===== src/prb_params.svh =====
`ifndef PRB_PARAMS_SVH
`define PRB_PARAMS_SVH
// register offsets inside the block (byte addresses)
`define PRB_OFS_MASK      8'h08
`define PRB_OFS_TIMER_CTL 8'h12
`define PRB_OFS_SER_CTL   8'h14
`define PRB_OFS_TIMER_CMP 8'h30
`define PRB_OFS_TIMER_CNT 8'h32
`define PRB_OFS_P1_DIR    8'h50
`define PRB_OFS_P1_LATCH  8'h52
`define PRB_OFS_P2_DIR    8'h54
`define PRB_OFS_P2_LATCH  8'h56
`define PRB_OFS_SER_TX    8'h60
`define PRB_OFS_SER_RX    8'h62
`define PRB_OFS_SER_STS   8'h64
`define PRB_OFS_REFRESH   8'h70
`define PRB_OFS_STEP_ID   8'h7e
// field layout
`define PRB_MASK_TIMER_BIT 0
`define PRB_MASK_SER_BIT  1
`define PRB_CTL_MSB       3
`define PRB_CTL_MASK_BIT  3
`define PRB_STS_RX_BIT    0
`define PRB_STS_TX_BIT    1
`define PRB_STS_ERR_BIT   2
`define PRB_STS_CTS_BIT   4
`define PRB_P2_DIR_LO     6
`define PRB_P2_DIR_HI     7
`define PRB_P2_PIN_MASK   8'hc0
// reset values
`define PRB_CTL_RST       4'hf
`define PRB_BYTE_RST      8'h00
`define PRB_DIR_RST       8'hff
`define PRB_WORD_RST      16'h0000
`define PRB_STS_RST       3'h0
`define PRB_MASK_RST      2'h3
// wait states
`define PRB_TIMER_WAITS   1'b1
`endif


===== src/prb_pkg.sv =====
`default_nettype none
package prb_pkg;
    typedef struct packed {
        logic        wr;
        logic [7:0]  addr;
        logic [15:0] wdata;
    } prb_req_t;

    typedef enum logic [1:0] {
        PRB_IDLE,
        PRB_WAIT,
        PRB_ACCESS
    } prb_state_t;
endpackage
`default_nettype wire


===== src/prb_regs.sv =====
// Notes on behaviour
// - each register is one 16-bit word
// - reserved bits read zero
// - port1 direction is scratch, no pin effect
// - every access runs external cycle, no selects
// - read data ignores external address/data bus
// - zero wait states except timer compare and count
// - timer compare and count take exactly one wait
// - mask write updates source control mask bits
// - timer compare and count not reset
// - only port2 direction bits 6,7 act
// - other direction bits are plain latches
// - latches hold 8 bits, outputs drive only
// - serial transmit and receive buffers read/write
// - status read clears flags except clear-to-send
// - refresh address read returns current address
// - refresh address write sets next address
// - readable stepping identifier, value unreliable
`timescale 1ns/1ps
`default_nettype none
`include "prb_params.svh"

module prb_regs
    import prb_pkg::*;
#(
    parameter logic [15:0] STEP_ID = 16'h0005 // arbitrary value
)(
    input  wire logic        I_CLK,          // processor clock
    input  wire logic        I_RST_N,        // async reset, active low
    input  wire logic        i_req,          // access request pulse
    input  wire logic        i_wr,           // 1 write, 0 read
    input  wire logic [7:0]  i_addr,         // byte offset in block
    input  wire logic [15:0] i_wdata,        // write data
    input  wire logic [15:0] i_ext_ad,       // external bus data, unused
    input  wire logic        i_cts,          // clear-to-send pin
    input  wire logic [2:0]  i_ser_evt,      // serial flag set pulses
    input  wire logic        i_rx_valid,     // receive byte strobe
    input  wire logic [7:0]  i_rx_data,      // received byte
    input  wire logic        i_refresh_done, // refresh cycle finished
    output logic             o_ack,          // access complete pulse
    output logic [15:0]      o_rdata,        // read data at ack
    output logic             o_ext_cycle,    // external cycle running
    output logic             o_cs_inhibit,   // chip selects held off
    output logic [7:0]       o_port1_out,    // port1 pin drive
    output logic [7:0]       o_port2_out,    // port2 pin drive
    output logic [7:0]       o_port2_oe,     // port2 output enables
    output logic [1:0]       o_src_mask,     // timer, serial masks
    output logic [7:0]       o_tx_data,      // transmit buffer
    output logic             o_tx_start,     // transmit buffer written
    output logic [15:0]      o_refresh_addr, // next refresh address
    output logic [15:0]      o_timer_cmp,    // timer compare
    output logic [15:0]      o_timer_cnt     // timer count
);

    ////////////////////////////////////////////////////////////////////////
    // reset release and synchronisers

    logic rst_s1_q;
    logic rst_n_q;
    logic cts_s1_q;
    logic cts_q;

    always_ff @(posedge I_CLK or negedge I_RST_N)
    begin
        if (!I_RST_N)
        begin
            rst_s1_q <= 1'b0;
            rst_n_q  <= 1'b0;
        end
        else
        begin
            rst_s1_q <= 1'b1;
            rst_n_q  <= rst_s1_q;
        end
    end

    always_ff @(posedge I_CLK or negedge rst_n_q)
    begin
        if (!rst_n_q)
        begin
            cts_s1_q <= 1'b0;
            cts_q    <= 1'b0;
        end
        else
        begin
            cts_s1_q <= i_cts;
            cts_q    <= cts_s1_q;
        end
    end

    ////////////////////////////////////////////////////////////////////////
    // access sequencer

    function automatic logic is_timer(input logic [7:0] a);
        is_timer = (a == `PRB_OFS_TIMER_CMP) || (a == `PRB_OFS_TIMER_CNT);
    endfunction

    prb_state_t state_q;
    prb_state_t state_d;
    prb_req_t   req_q;
    logic       take;
    logic       act;
    logic       act_wr;
    logic       act_rd;

    assign take   = (state_q == PRB_IDLE) && i_req;
    assign act    = (state_q == PRB_ACCESS);
    assign act_wr = act && req_q.wr;
    assign act_rd = act && !req_q.wr;

    always_comb
    begin
        state_d = state_q;
        case (state_q)
            PRB_IDLE:
            begin
                if (i_req)
                begin
                    // timer side needs a sync cycle before the access lands
                    state_d = (is_timer(i_addr) && `PRB_TIMER_WAITS) ? PRB_WAIT : PRB_ACCESS;
                end
            end
            PRB_WAIT:   state_d = PRB_ACCESS;
            PRB_ACCESS: state_d = PRB_IDLE;
            default:    state_d = PRB_IDLE;
        endcase
    end

    always_ff @(posedge I_CLK or negedge rst_n_q)
    begin
        if (!rst_n_q)
        begin
            state_q      <= PRB_IDLE;
            req_q        <= '0;
            o_ext_cycle  <= 1'b0;
            o_cs_inhibit <= 1'b0;
            o_ack        <= 1'b0;
        end
        else
        begin
            state_q <= state_d;
            if (take)
            begin
                req_q <= '{wr: i_wr, addr: i_addr, wdata: i_wdata};
            end
            // mirror cycle on the pins, selects kept off for the whole cycle
            o_ext_cycle  <= (state_d != PRB_IDLE);
            o_cs_inhibit <= (state_d != PRB_IDLE);
            o_ack        <= act;
        end
    end

    ////////////////////////////////////////////////////////////////////////
    // address decode

    logic h_mask;
    logic h_tctl;
    logic h_sctl;
    logic h_cmp;
    logic h_cnt;
    logic h_p1d;
    logic h_p1l;
    logic h_p2d;
    logic h_p2l;
    logic h_tx;
    logic h_rx;
    logic h_sts;
    logic h_rfa;
    logic h_step;

    assign h_mask = (req_q.addr == `PRB_OFS_MASK);
    assign h_tctl = (req_q.addr == `PRB_OFS_TIMER_CTL);
    assign h_sctl = (req_q.addr == `PRB_OFS_SER_CTL);
    assign h_cmp  = (req_q.addr == `PRB_OFS_TIMER_CMP);
    assign h_cnt  = (req_q.addr == `PRB_OFS_TIMER_CNT);
    assign h_p1d  = (req_q.addr == `PRB_OFS_P1_DIR);
    assign h_p1l  = (req_q.addr == `PRB_OFS_P1_LATCH);
    assign h_p2d  = (req_q.addr == `PRB_OFS_P2_DIR);
    assign h_p2l  = (req_q.addr == `PRB_OFS_P2_LATCH);
    assign h_tx   = (req_q.addr == `PRB_OFS_SER_TX);
    assign h_rx   = (req_q.addr == `PRB_OFS_SER_RX);
    assign h_sts  = (req_q.addr == `PRB_OFS_SER_STS);
    assign h_rfa  = (req_q.addr == `PRB_OFS_REFRESH);
    assign h_step = (req_q.addr == `PRB_OFS_STEP_ID);

    ////////////////////////////////////////////////////////////////////////
    // register storage

    logic [`PRB_CTL_MSB:0] tctl_q;
    logic [`PRB_CTL_MSB:0] sctl_q;
    logic [7:0]            port1_dir_q;
    logic [7:0]            port2_dir_q;
    logic [7:0]            p1lat_q;
    logic [7:0]            p2lat_q;
    logic [7:0]            rx_q;
    logic [2:0]            sts_q;
    logic [2:0]            sts_d;
    logic [15:0]           rfa_d;

    // interrupt mask has no storage of its own: it is the mask bits
    // of the source control words, so both views always agree
    logic [`PRB_CTL_MSB:0] tctl_d;
    logic [`PRB_CTL_MSB:0] sctl_d;

    always_comb
    begin
        tctl_d = tctl_q;
        sctl_d = sctl_q;
        if (act_wr && h_tctl)
        begin
            tctl_d = req_q.wdata[`PRB_CTL_MSB:0];
        end
        if (act_wr && h_sctl)
        begin
            sctl_d = req_q.wdata[`PRB_CTL_MSB:0];
        end
        if (act_wr && h_mask)
        begin
            tctl_d[`PRB_CTL_MASK_BIT] = req_q.wdata[`PRB_MASK_TIMER_BIT];
            sctl_d[`PRB_CTL_MASK_BIT] = req_q.wdata[`PRB_MASK_SER_BIT];
        end
    end

    // a flag raised in the clearing cycle survives the clear
    assign sts_d = ((act_rd && h_sts) ? `PRB_STS_RST : sts_q) | i_ser_evt;

    // software write beats the refresh unit's own step
    assign rfa_d = (act_wr && h_rfa) ? req_q.wdata :
                   i_refresh_done ? (o_refresh_addr + 16'h0001) : o_refresh_addr;

    always_ff @(posedge I_CLK or negedge rst_n_q)
    begin
        if (!rst_n_q)
        begin
            tctl_q         <= `PRB_CTL_RST;
            sctl_q         <= `PRB_CTL_RST;
            port1_dir_q    <= `PRB_DIR_RST;
            port2_dir_q    <= `PRB_DIR_RST;
            p1lat_q        <= `PRB_BYTE_RST;
            p2lat_q        <= `PRB_BYTE_RST;
            rx_q           <= `PRB_BYTE_RST;
            o_tx_data      <= `PRB_BYTE_RST;
            o_tx_start     <= 1'b0;
            sts_q          <= `PRB_STS_RST;
            o_refresh_addr <= `PRB_WORD_RST;
        end
        else
        begin
            tctl_q         <= tctl_d;
            sctl_q         <= sctl_d;
            sts_q          <= sts_d;
            o_refresh_addr <= rfa_d;
            o_tx_start     <= act_wr && h_tx;
            if (act_wr && h_p1d)
            begin
                port1_dir_q <= req_q.wdata[7:0];
            end
            if (act_wr && h_p2d)
            begin
                port2_dir_q <= req_q.wdata[7:0];
            end
            if (act_wr && h_p1l)
            begin
                p1lat_q <= req_q.wdata[7:0];
            end
            if (act_wr && h_p2l)
            begin
                p2lat_q <= req_q.wdata[7:0];
            end
            if (act_wr && h_tx)
            begin
                o_tx_data <= req_q.wdata[7:0];
            end
            if (act_wr && h_rx)
            begin
                rx_q <= req_q.wdata[7:0];
            end
            else if (i_rx_valid)
            begin
                rx_q <= i_rx_data;
            end
        end
    end

    // compare and count keep whatever they power up with
    always_ff @(posedge I_CLK)
    begin
        if (act_wr && h_cmp)
        begin
            o_timer_cmp <= req_q.wdata;
        end
        if (act_wr && h_cnt)
        begin
            o_timer_cnt <= req_q.wdata;
        end
    end

    ////////////////////////////////////////////////////////////////////////
    // pin side

    always_ff @(posedge I_CLK or negedge rst_n_q)
    begin
        if (!rst_n_q)
        begin
            o_port1_out <= `PRB_BYTE_RST;
            o_port2_out <= `PRB_BYTE_RST;
            o_port2_oe  <= `PRB_BYTE_RST;
            o_src_mask  <= `PRB_MASK_RST;
        end
        else
        begin
            // port1 is output only whatever its direction latch holds
            o_port1_out <= p1lat_q;
            o_port2_out <= p2lat_q & `PRB_P2_PIN_MASK;
            o_port2_oe  <= {~port2_dir_q[`PRB_P2_DIR_HI], ~port2_dir_q[`PRB_P2_DIR_LO], 6'h00};
            o_src_mask  <= {sctl_q[`PRB_CTL_MASK_BIT], tctl_q[`PRB_CTL_MASK_BIT]};
        end
    end

    ////////////////////////////////////////////////////////////////////////
    // read mux: reserved bits and unmapped offsets read zero,
    // the external bus value never enters here

    logic [15:0] rd_mux;

    assign rd_mux = h_mask ? {14'h0000, sctl_q[`PRB_CTL_MASK_BIT], tctl_q[`PRB_CTL_MASK_BIT]} :
                    h_tctl ? {12'h000, tctl_q} :
                    h_sctl ? {12'h000, sctl_q} :
                    h_cmp  ? o_timer_cmp :
                    h_cnt  ? o_timer_cnt :
                    h_p1d  ? {8'h00, port1_dir_q} :
                    h_p1l  ? {8'h00, p1lat_q} :
                    h_p2d  ? {8'h00, port2_dir_q} :
                    h_p2l  ? {8'h00, p2lat_q} :
                    h_tx   ? {8'h00, o_tx_data} :
                    h_rx   ? {8'h00, rx_q} :
                    h_sts  ? {11'h000, cts_q, 1'b0, sts_q} :
                    h_rfa  ? o_refresh_addr :
                    h_step ? STEP_ID :
                    16'h0000;

    always_ff @(posedge I_CLK or negedge rst_n_q)
    begin
        if (!rst_n_q)
        begin
            o_rdata <= `PRB_WORD_RST;
        end
        else if (act_rd)
        begin
            o_rdata <= rd_mux;
        end
    end

    ////////////////////////////////////////////////////////////////////////
    // checks

    a_plain_wait_none: assert property (@(posedge I_CLK) disable iff (!rst_n_q)
        take && !is_timer(i_addr) |=> !o_ack ##1 o_ack)
        else $error("plain register access not acked after two edges");

    a_timer_wait_one: assert property (@(posedge I_CLK) disable iff (!rst_n_q)
        take && is_timer(i_addr) |=> !o_ack [*2] ##1 o_ack)
        else $error("timer access did not take one wait state");

    a_cs_held_off: assert property (@(posedge I_CLK) disable iff (!rst_n_q)
        take |=> (o_ext_cycle && o_cs_inhibit) ##1 (o_ack || (o_ext_cycle && o_cs_inhibit)))
        else $error("external cycle or select inhibit dropped early");

    a_mask_mirror_bits: assert property (@(posedge I_CLK) disable iff (!rst_n_q)
        act_wr && h_mask |=> ##1 o_src_mask == $past(req_q.wdata[1:0], 2))
        else $error("mask write not mirrored into control words");

    a_status_read_clr: assert property (@(posedge I_CLK) disable iff (!rst_n_q)
        act_rd && h_sts |=> sts_q == $past(i_ser_evt))
        else $error("status read left stale flags or lost an event");

    a_status_read_cts: assert property (@(posedge I_CLK) disable iff (!rst_n_q)
        act_rd && h_sts |=> o_rdata[`PRB_STS_CTS_BIT] == $past(cts_q))
        else $error("clear-to-send bit not from synchronised pin");

    a_port2_dir_only: assert property (@(posedge I_CLK) disable iff (!rst_n_q)
        ##1 o_port2_oe[5:0] == 6'h00 && o_port2_oe[7:6] == ~$past(port2_dir_q[7:6]))
        else $error("port2 enable not from direction bits 6 and 7");

    a_refresh_write_set: assert property (@(posedge I_CLK) disable iff (!rst_n_q)
        act_wr && h_rfa |=> o_refresh_addr == $past(req_q.wdata))
        else $error("refresh address write not taken");

    a_refresh_read_cur: assert property (@(posedge I_CLK) disable iff (!rst_n_q)
        act_rd && h_rfa |=> o_rdata == $past(o_refresh_addr))
        else $error("refresh address read not current value");

    a_port1_direction_scratch: assert property (@(posedge I_CLK) disable iff (!rst_n_q)
        act_rd && h_p1d |=> o_rdata == {8'h00, $past(port1_dir_q)})
        else $error("port1 direction read does not return stored byte");

endmodule
`default_nettype wire


===== config.mk =====
export PLATFORM = sky130hd
export DESIGN_NAME = prb_regs
export DESIGN_NICKNAME = d
export VERILOG_FILES = /design/src/prb_pkg.sv /design/src/prb_regs.sv
export VERILOG_INCLUDE_DIRS = /design/src
export SDC_FILE = /design/constraint.sdc
export NUM_CORES = 1
export LEC_CHECK = 0
export ABC_AREA = 1
export BUFFER_PORTS_ARGS = -buffer_cell sky130_fd_sc_hd__clkbuf_2
export CAP_MARGIN = 15
export CORE_ASPECT_RATIO = 0.7
export CORE_MARGIN = 5
export CORE_UTILIZATION = 30
export CTS_CLUSTER_DIAMETER = 120
export DETAILED_ROUTE_END_ITERATION = 10
export PLACE_DENSITY = 0.5
export SYNTH_ARGS = -nofsm -noshare
export SYNTH_HDL_FRONTEND = slang
export SYNTH_SLANG_ARGS = --single-unit

===== constraint.sdc =====
create_clock -name I_CLK -period 5.5 [get_ports I_CLK]
set_input_delay 0.55 -clock I_CLK [delete_from_list [all_inputs] [get_ports I_CLK]]
set_output_delay 0.55 -clock I_CLK [all_outputs]
set_load 0.05 [all_outputs]

==> flow_summary.toml <==
[synthesis]
muxShareOfSynthArea = 0.00151
yosys.area.top_type = "dfrtp_1"
avgSynthCellArea_um2 = 9.47
synth_async_sr_flop_share = 0.813
synth_adder_area_share = 0.00168
yosysWarningCount = 0
synth_area_mm2 = 0.00743
syn_inst = 785
synthXorXnorAreaFrac = 0.0130
synth_edf_count = 32
synth_area_leaders = "dfrtp_1 38%, edfxtp_1 13%, dfstp_2 9.2%, nand2_1 9.0%, o21ai_0 4.1%"
synthTopCellsByCount = "178 x nand2_1, 113 x dfrtp_1, 74 x inv_1, 70 x nor2_1, 61 x o21ai_0"
synthMostInstantiatedCell = "nand2_1"
synth_compound_area_frac = 0.116
ys.flop_type = "dfrtp_1"
synthSimpleGateAreaFrac = 0.195
synth_top_area_frac = 0.380
synth_top_family_by_area = "simple AND/OR/NAND/NOR gates"
yosysUniqueCellTypes = 43
seq_area_frac_synth = 0.601
ys_ff_latch = 171

[timing]
worst-slew-pin-transition_ps = 991
slew_viol_final = 0
slew_headroom = 0.339
fin_crit_sh = 0.444
rsz0062_at_grt = "false"
period_minus_slack_ps = 2440
finalClockSkew_ps = 12.4
hold_violations = 0
whs_ps = 216
max_freq_ghz = 0.410
setup_viol = 0
finalSetupTns_ps = 0

[placed_design]
placed_cells = 1225
gp_congestion = 0.857
port_buffers = 131
post-dp-hpwl_um = 17300

[critical_path]
critical_path_arrival_ps = 2570
timing.critical_path.buf_inv = 3
rr_worst_depth = 7
end_kind = "flip-flop"
r2r-start = "req_q[22]$_DFFE_PN0P_"
crit_required_ps = 5630
crit_chain = "nor2_1 -> nand3_1 -> nor2_1 -> buf_4 -> inv_2 -> nor2_1 -> buf_4"
r2r_slack_ps = 3060
startpoint = "req_q[22]$_DFFE_PN0P_"
cp_top_family = "simple AND/OR/NAND/NOR gates"
critPathMaxFanout = 15
crit_path_start_kind = "flip-flop"
worstSetupPathType = "flip-flop to flip-flop"
cp_common_cell = "nor2_1"
slowest_stage = "nor2_1"
max_stage_delay_ps = 430
r2r_end = "o_timer_cmp[2]$_DFFE_PP_"

[clocking]
postCtsSetupRepairBufs = 0
root_buffer = "clkbuf_16"
cts.repair.resized = 0
cts_made_buffers = 17
clkSlewWorstSetupHoldPaths_ps = 70
cts_tree = "built"
clk_path_buf_depth = 2
ctsHtreeMaxLevel = 4
clk_latency_ps = 440
clock-sinks = 171

[floorplanning]
die_x_um = 198
rows = 48
fp.dieH_um = 142
die-area_mm2 = 0.0281
start_util = 0.303
core_area_mm2 = 0.0245
ios = 160

[drt]
wirelength_um = 23400
drc = 0
vias_per_cell = 4.65
wl_per_cell_um = 18.6
ant_nets = 0
first_iter_violations = 350
firstDrtPassIters = 5
vias = 5847

[min_path]
worstHoldEndpoint = "cts_s1_q$_DFF_PN0_"
holdPathStages = 1
hold_path.class = "input pin to flip-flop"
hp-start = "i_cts"

[power]
p_switching_mw = 1.09
pwr-share-clk = 0.385
swShare = 0.335
power_density_mw_per_mm2 = 359
p_comb_frac = 0.155
cellLeakagePower_nw = 4.22
p_seq_frac = 0.460
p_int_mw = 2.15
ir_drop_v = 0.000238

[outcome]
status = "complete, no violations"

[global_route]
grt_pass1_vias = 5630
grt_pass1_wl_um = 35700
grt_max_degree = 59
grt.overflow.total = 0
track_usage = 0.170
grt_antenna_before_repair = 0

[cells_and_area]
antenna_cells = 0
nFillCells = 2580
finalNetCount = 979
area_growth_pct = 21.2
layoutNonFillerInstCount = 1258
final_layout_size_suffix_gt1_frac = 0.253

[job]
maxCapViolations = 0
## area by class of cell
cell class | instances | area (um2) | share of cell area
Sequential cell | 171 | 4480 | 0.497
Multi-Input combinational cell | 505 | 2500 | 0.277
Timing Repair Buffer | 137 | 703 | 0.0780
Clock buffer | 17 | 425 | 0.0472
Tap cell | 325 | 407 | 0.0451
Inverter | 88 | 330 | 0.0366
Clock inverter | 15 | 175 | 0.0194
## metrics by stage
step / area (um2) / util / setup WS, ps / total power [mW]
2_1_floorplan: 7480 / - / 1390 / 1.84
3_3_place_gp: 8400 / 0.343 / 3110 / 2.01
3_5_place_dp: 8400 / 0.343 / 3070 / 2.02
4_1_cts: 9010 / 0.368 / 3060 / 3.27
5_1_grt: 9010 / 0.368 / 2920 / 3.37
6_report: 9010 / 0.368 / 3060 / 3.23
## worst max-delay path by stage
stage	endpoint	cells after the start
6_report	o_timer_cmp[2]$_DFFE_PP_	7
5_1_grt	o_timer_cmp[6]$_DFFE_PP_	7
4_1_cts	o_timer_cmp[2]$_DFFE_PP_	7
3_5_place_dp	o_timer_cmp[1]$_DFFE_PP_	7
3_3_place_gp	o_timer_cmp[2]$_DFFE_PP_	7
2_1_floorplan	cts_q$_DFF_PN0_	0
## power groups by stage
| stage | Sequential (mW) | Clock (mW) | Combinational [mW] |
|---|---|---|---|
| floorplan | 1.63 | 0 | 0.206 |
| global placement | 1.51 | 0 | 0.503 |
| detailed placement | 1.51 | 0 | 0.504 |
| CTS | 1.49 | 1.27 | 0.506 |
| global route | 1.50 | 1.32 | 0.546 |
| finish | 1.49 | 1.24 | 0.502 |
## registers in the layout, summed over array words and instances, names as in the netlist, 8 cells and up
signal and flops:
o_refresh_addr 16, port2_dir_q 8, req_q 25, o_rdata 16
o_timer_cmp 16, o_port1_out 8, p2lat_q 8, rx_q 8
p1lat_q 8, o_timer_cnt 16, port1_dir_q 8, o_tx_data 8
## placed cells by master (no fill, tap or decap), drive strengths merged, types with 3 or more instances in the layout
cell type / netlist / layout
clkinv: 1 / 5
o21bai: 3 / 3
nor4: 3 / 3
xor2: 9 / 9
conb: 2 / 13
a221oi: 8 / 8
nand3: 30 / 30
a21oi: 43 / 43
dfstp: 26 / 26
nor2: 80 / 80
o211ai: 6 / 6
buf: 25 / 5
nand4: 12 / 12
nand2: 189 / 189
or2: 7 / 7
nor3: 6 / 6
dfrtp: 113 / 113
inv: 87 / 95
o221ai: 13 / 13
edfxtp: 32 / 32
o21ai: 73 / 73
clkbuf: 7 / 148
## layer usage
layer | part of all wire | global-route usage | vias up | wire [um]
met4 | 0.0067 | 0.0380 | 0 | 157
met5 | 0 | 0 | - | 0
met3 | 0.084 | 0.0432 | 8 | 1980
li1 | - | - | 2837 | -
met2 | 0.41 | 0.234 | 172 | 9550
met1 | 0.50 | 0.267 | 2830 | 11800
## repair_timing
action	in CTS	in global routing
hold buffers	1	0
setup endpoints to repair	0	0
endpoints found under the hold margin	2	0
## logic make-up (layout without fill, tap and decap cells)
group | after synthesis | in the layout
other | 2 | 13
adders and majority gates | 1 | 1
buffers and inverters | 120 | 257
muxes | 1 | 1
and+or+nand+nor | 328 | 328
AOI/OAI and AO/OA | 151 | 151
DFF | 171 | 171
xor gates and xnor gates | 11 | 11
## worst register-to-register path: cells and delay by family (launching register included)
kind	cells	cell delay [ps]
simple gates	4	990
flops	1	420
buf+inv	3	720
Note: power is estimated with default switching activity, not from simulation.
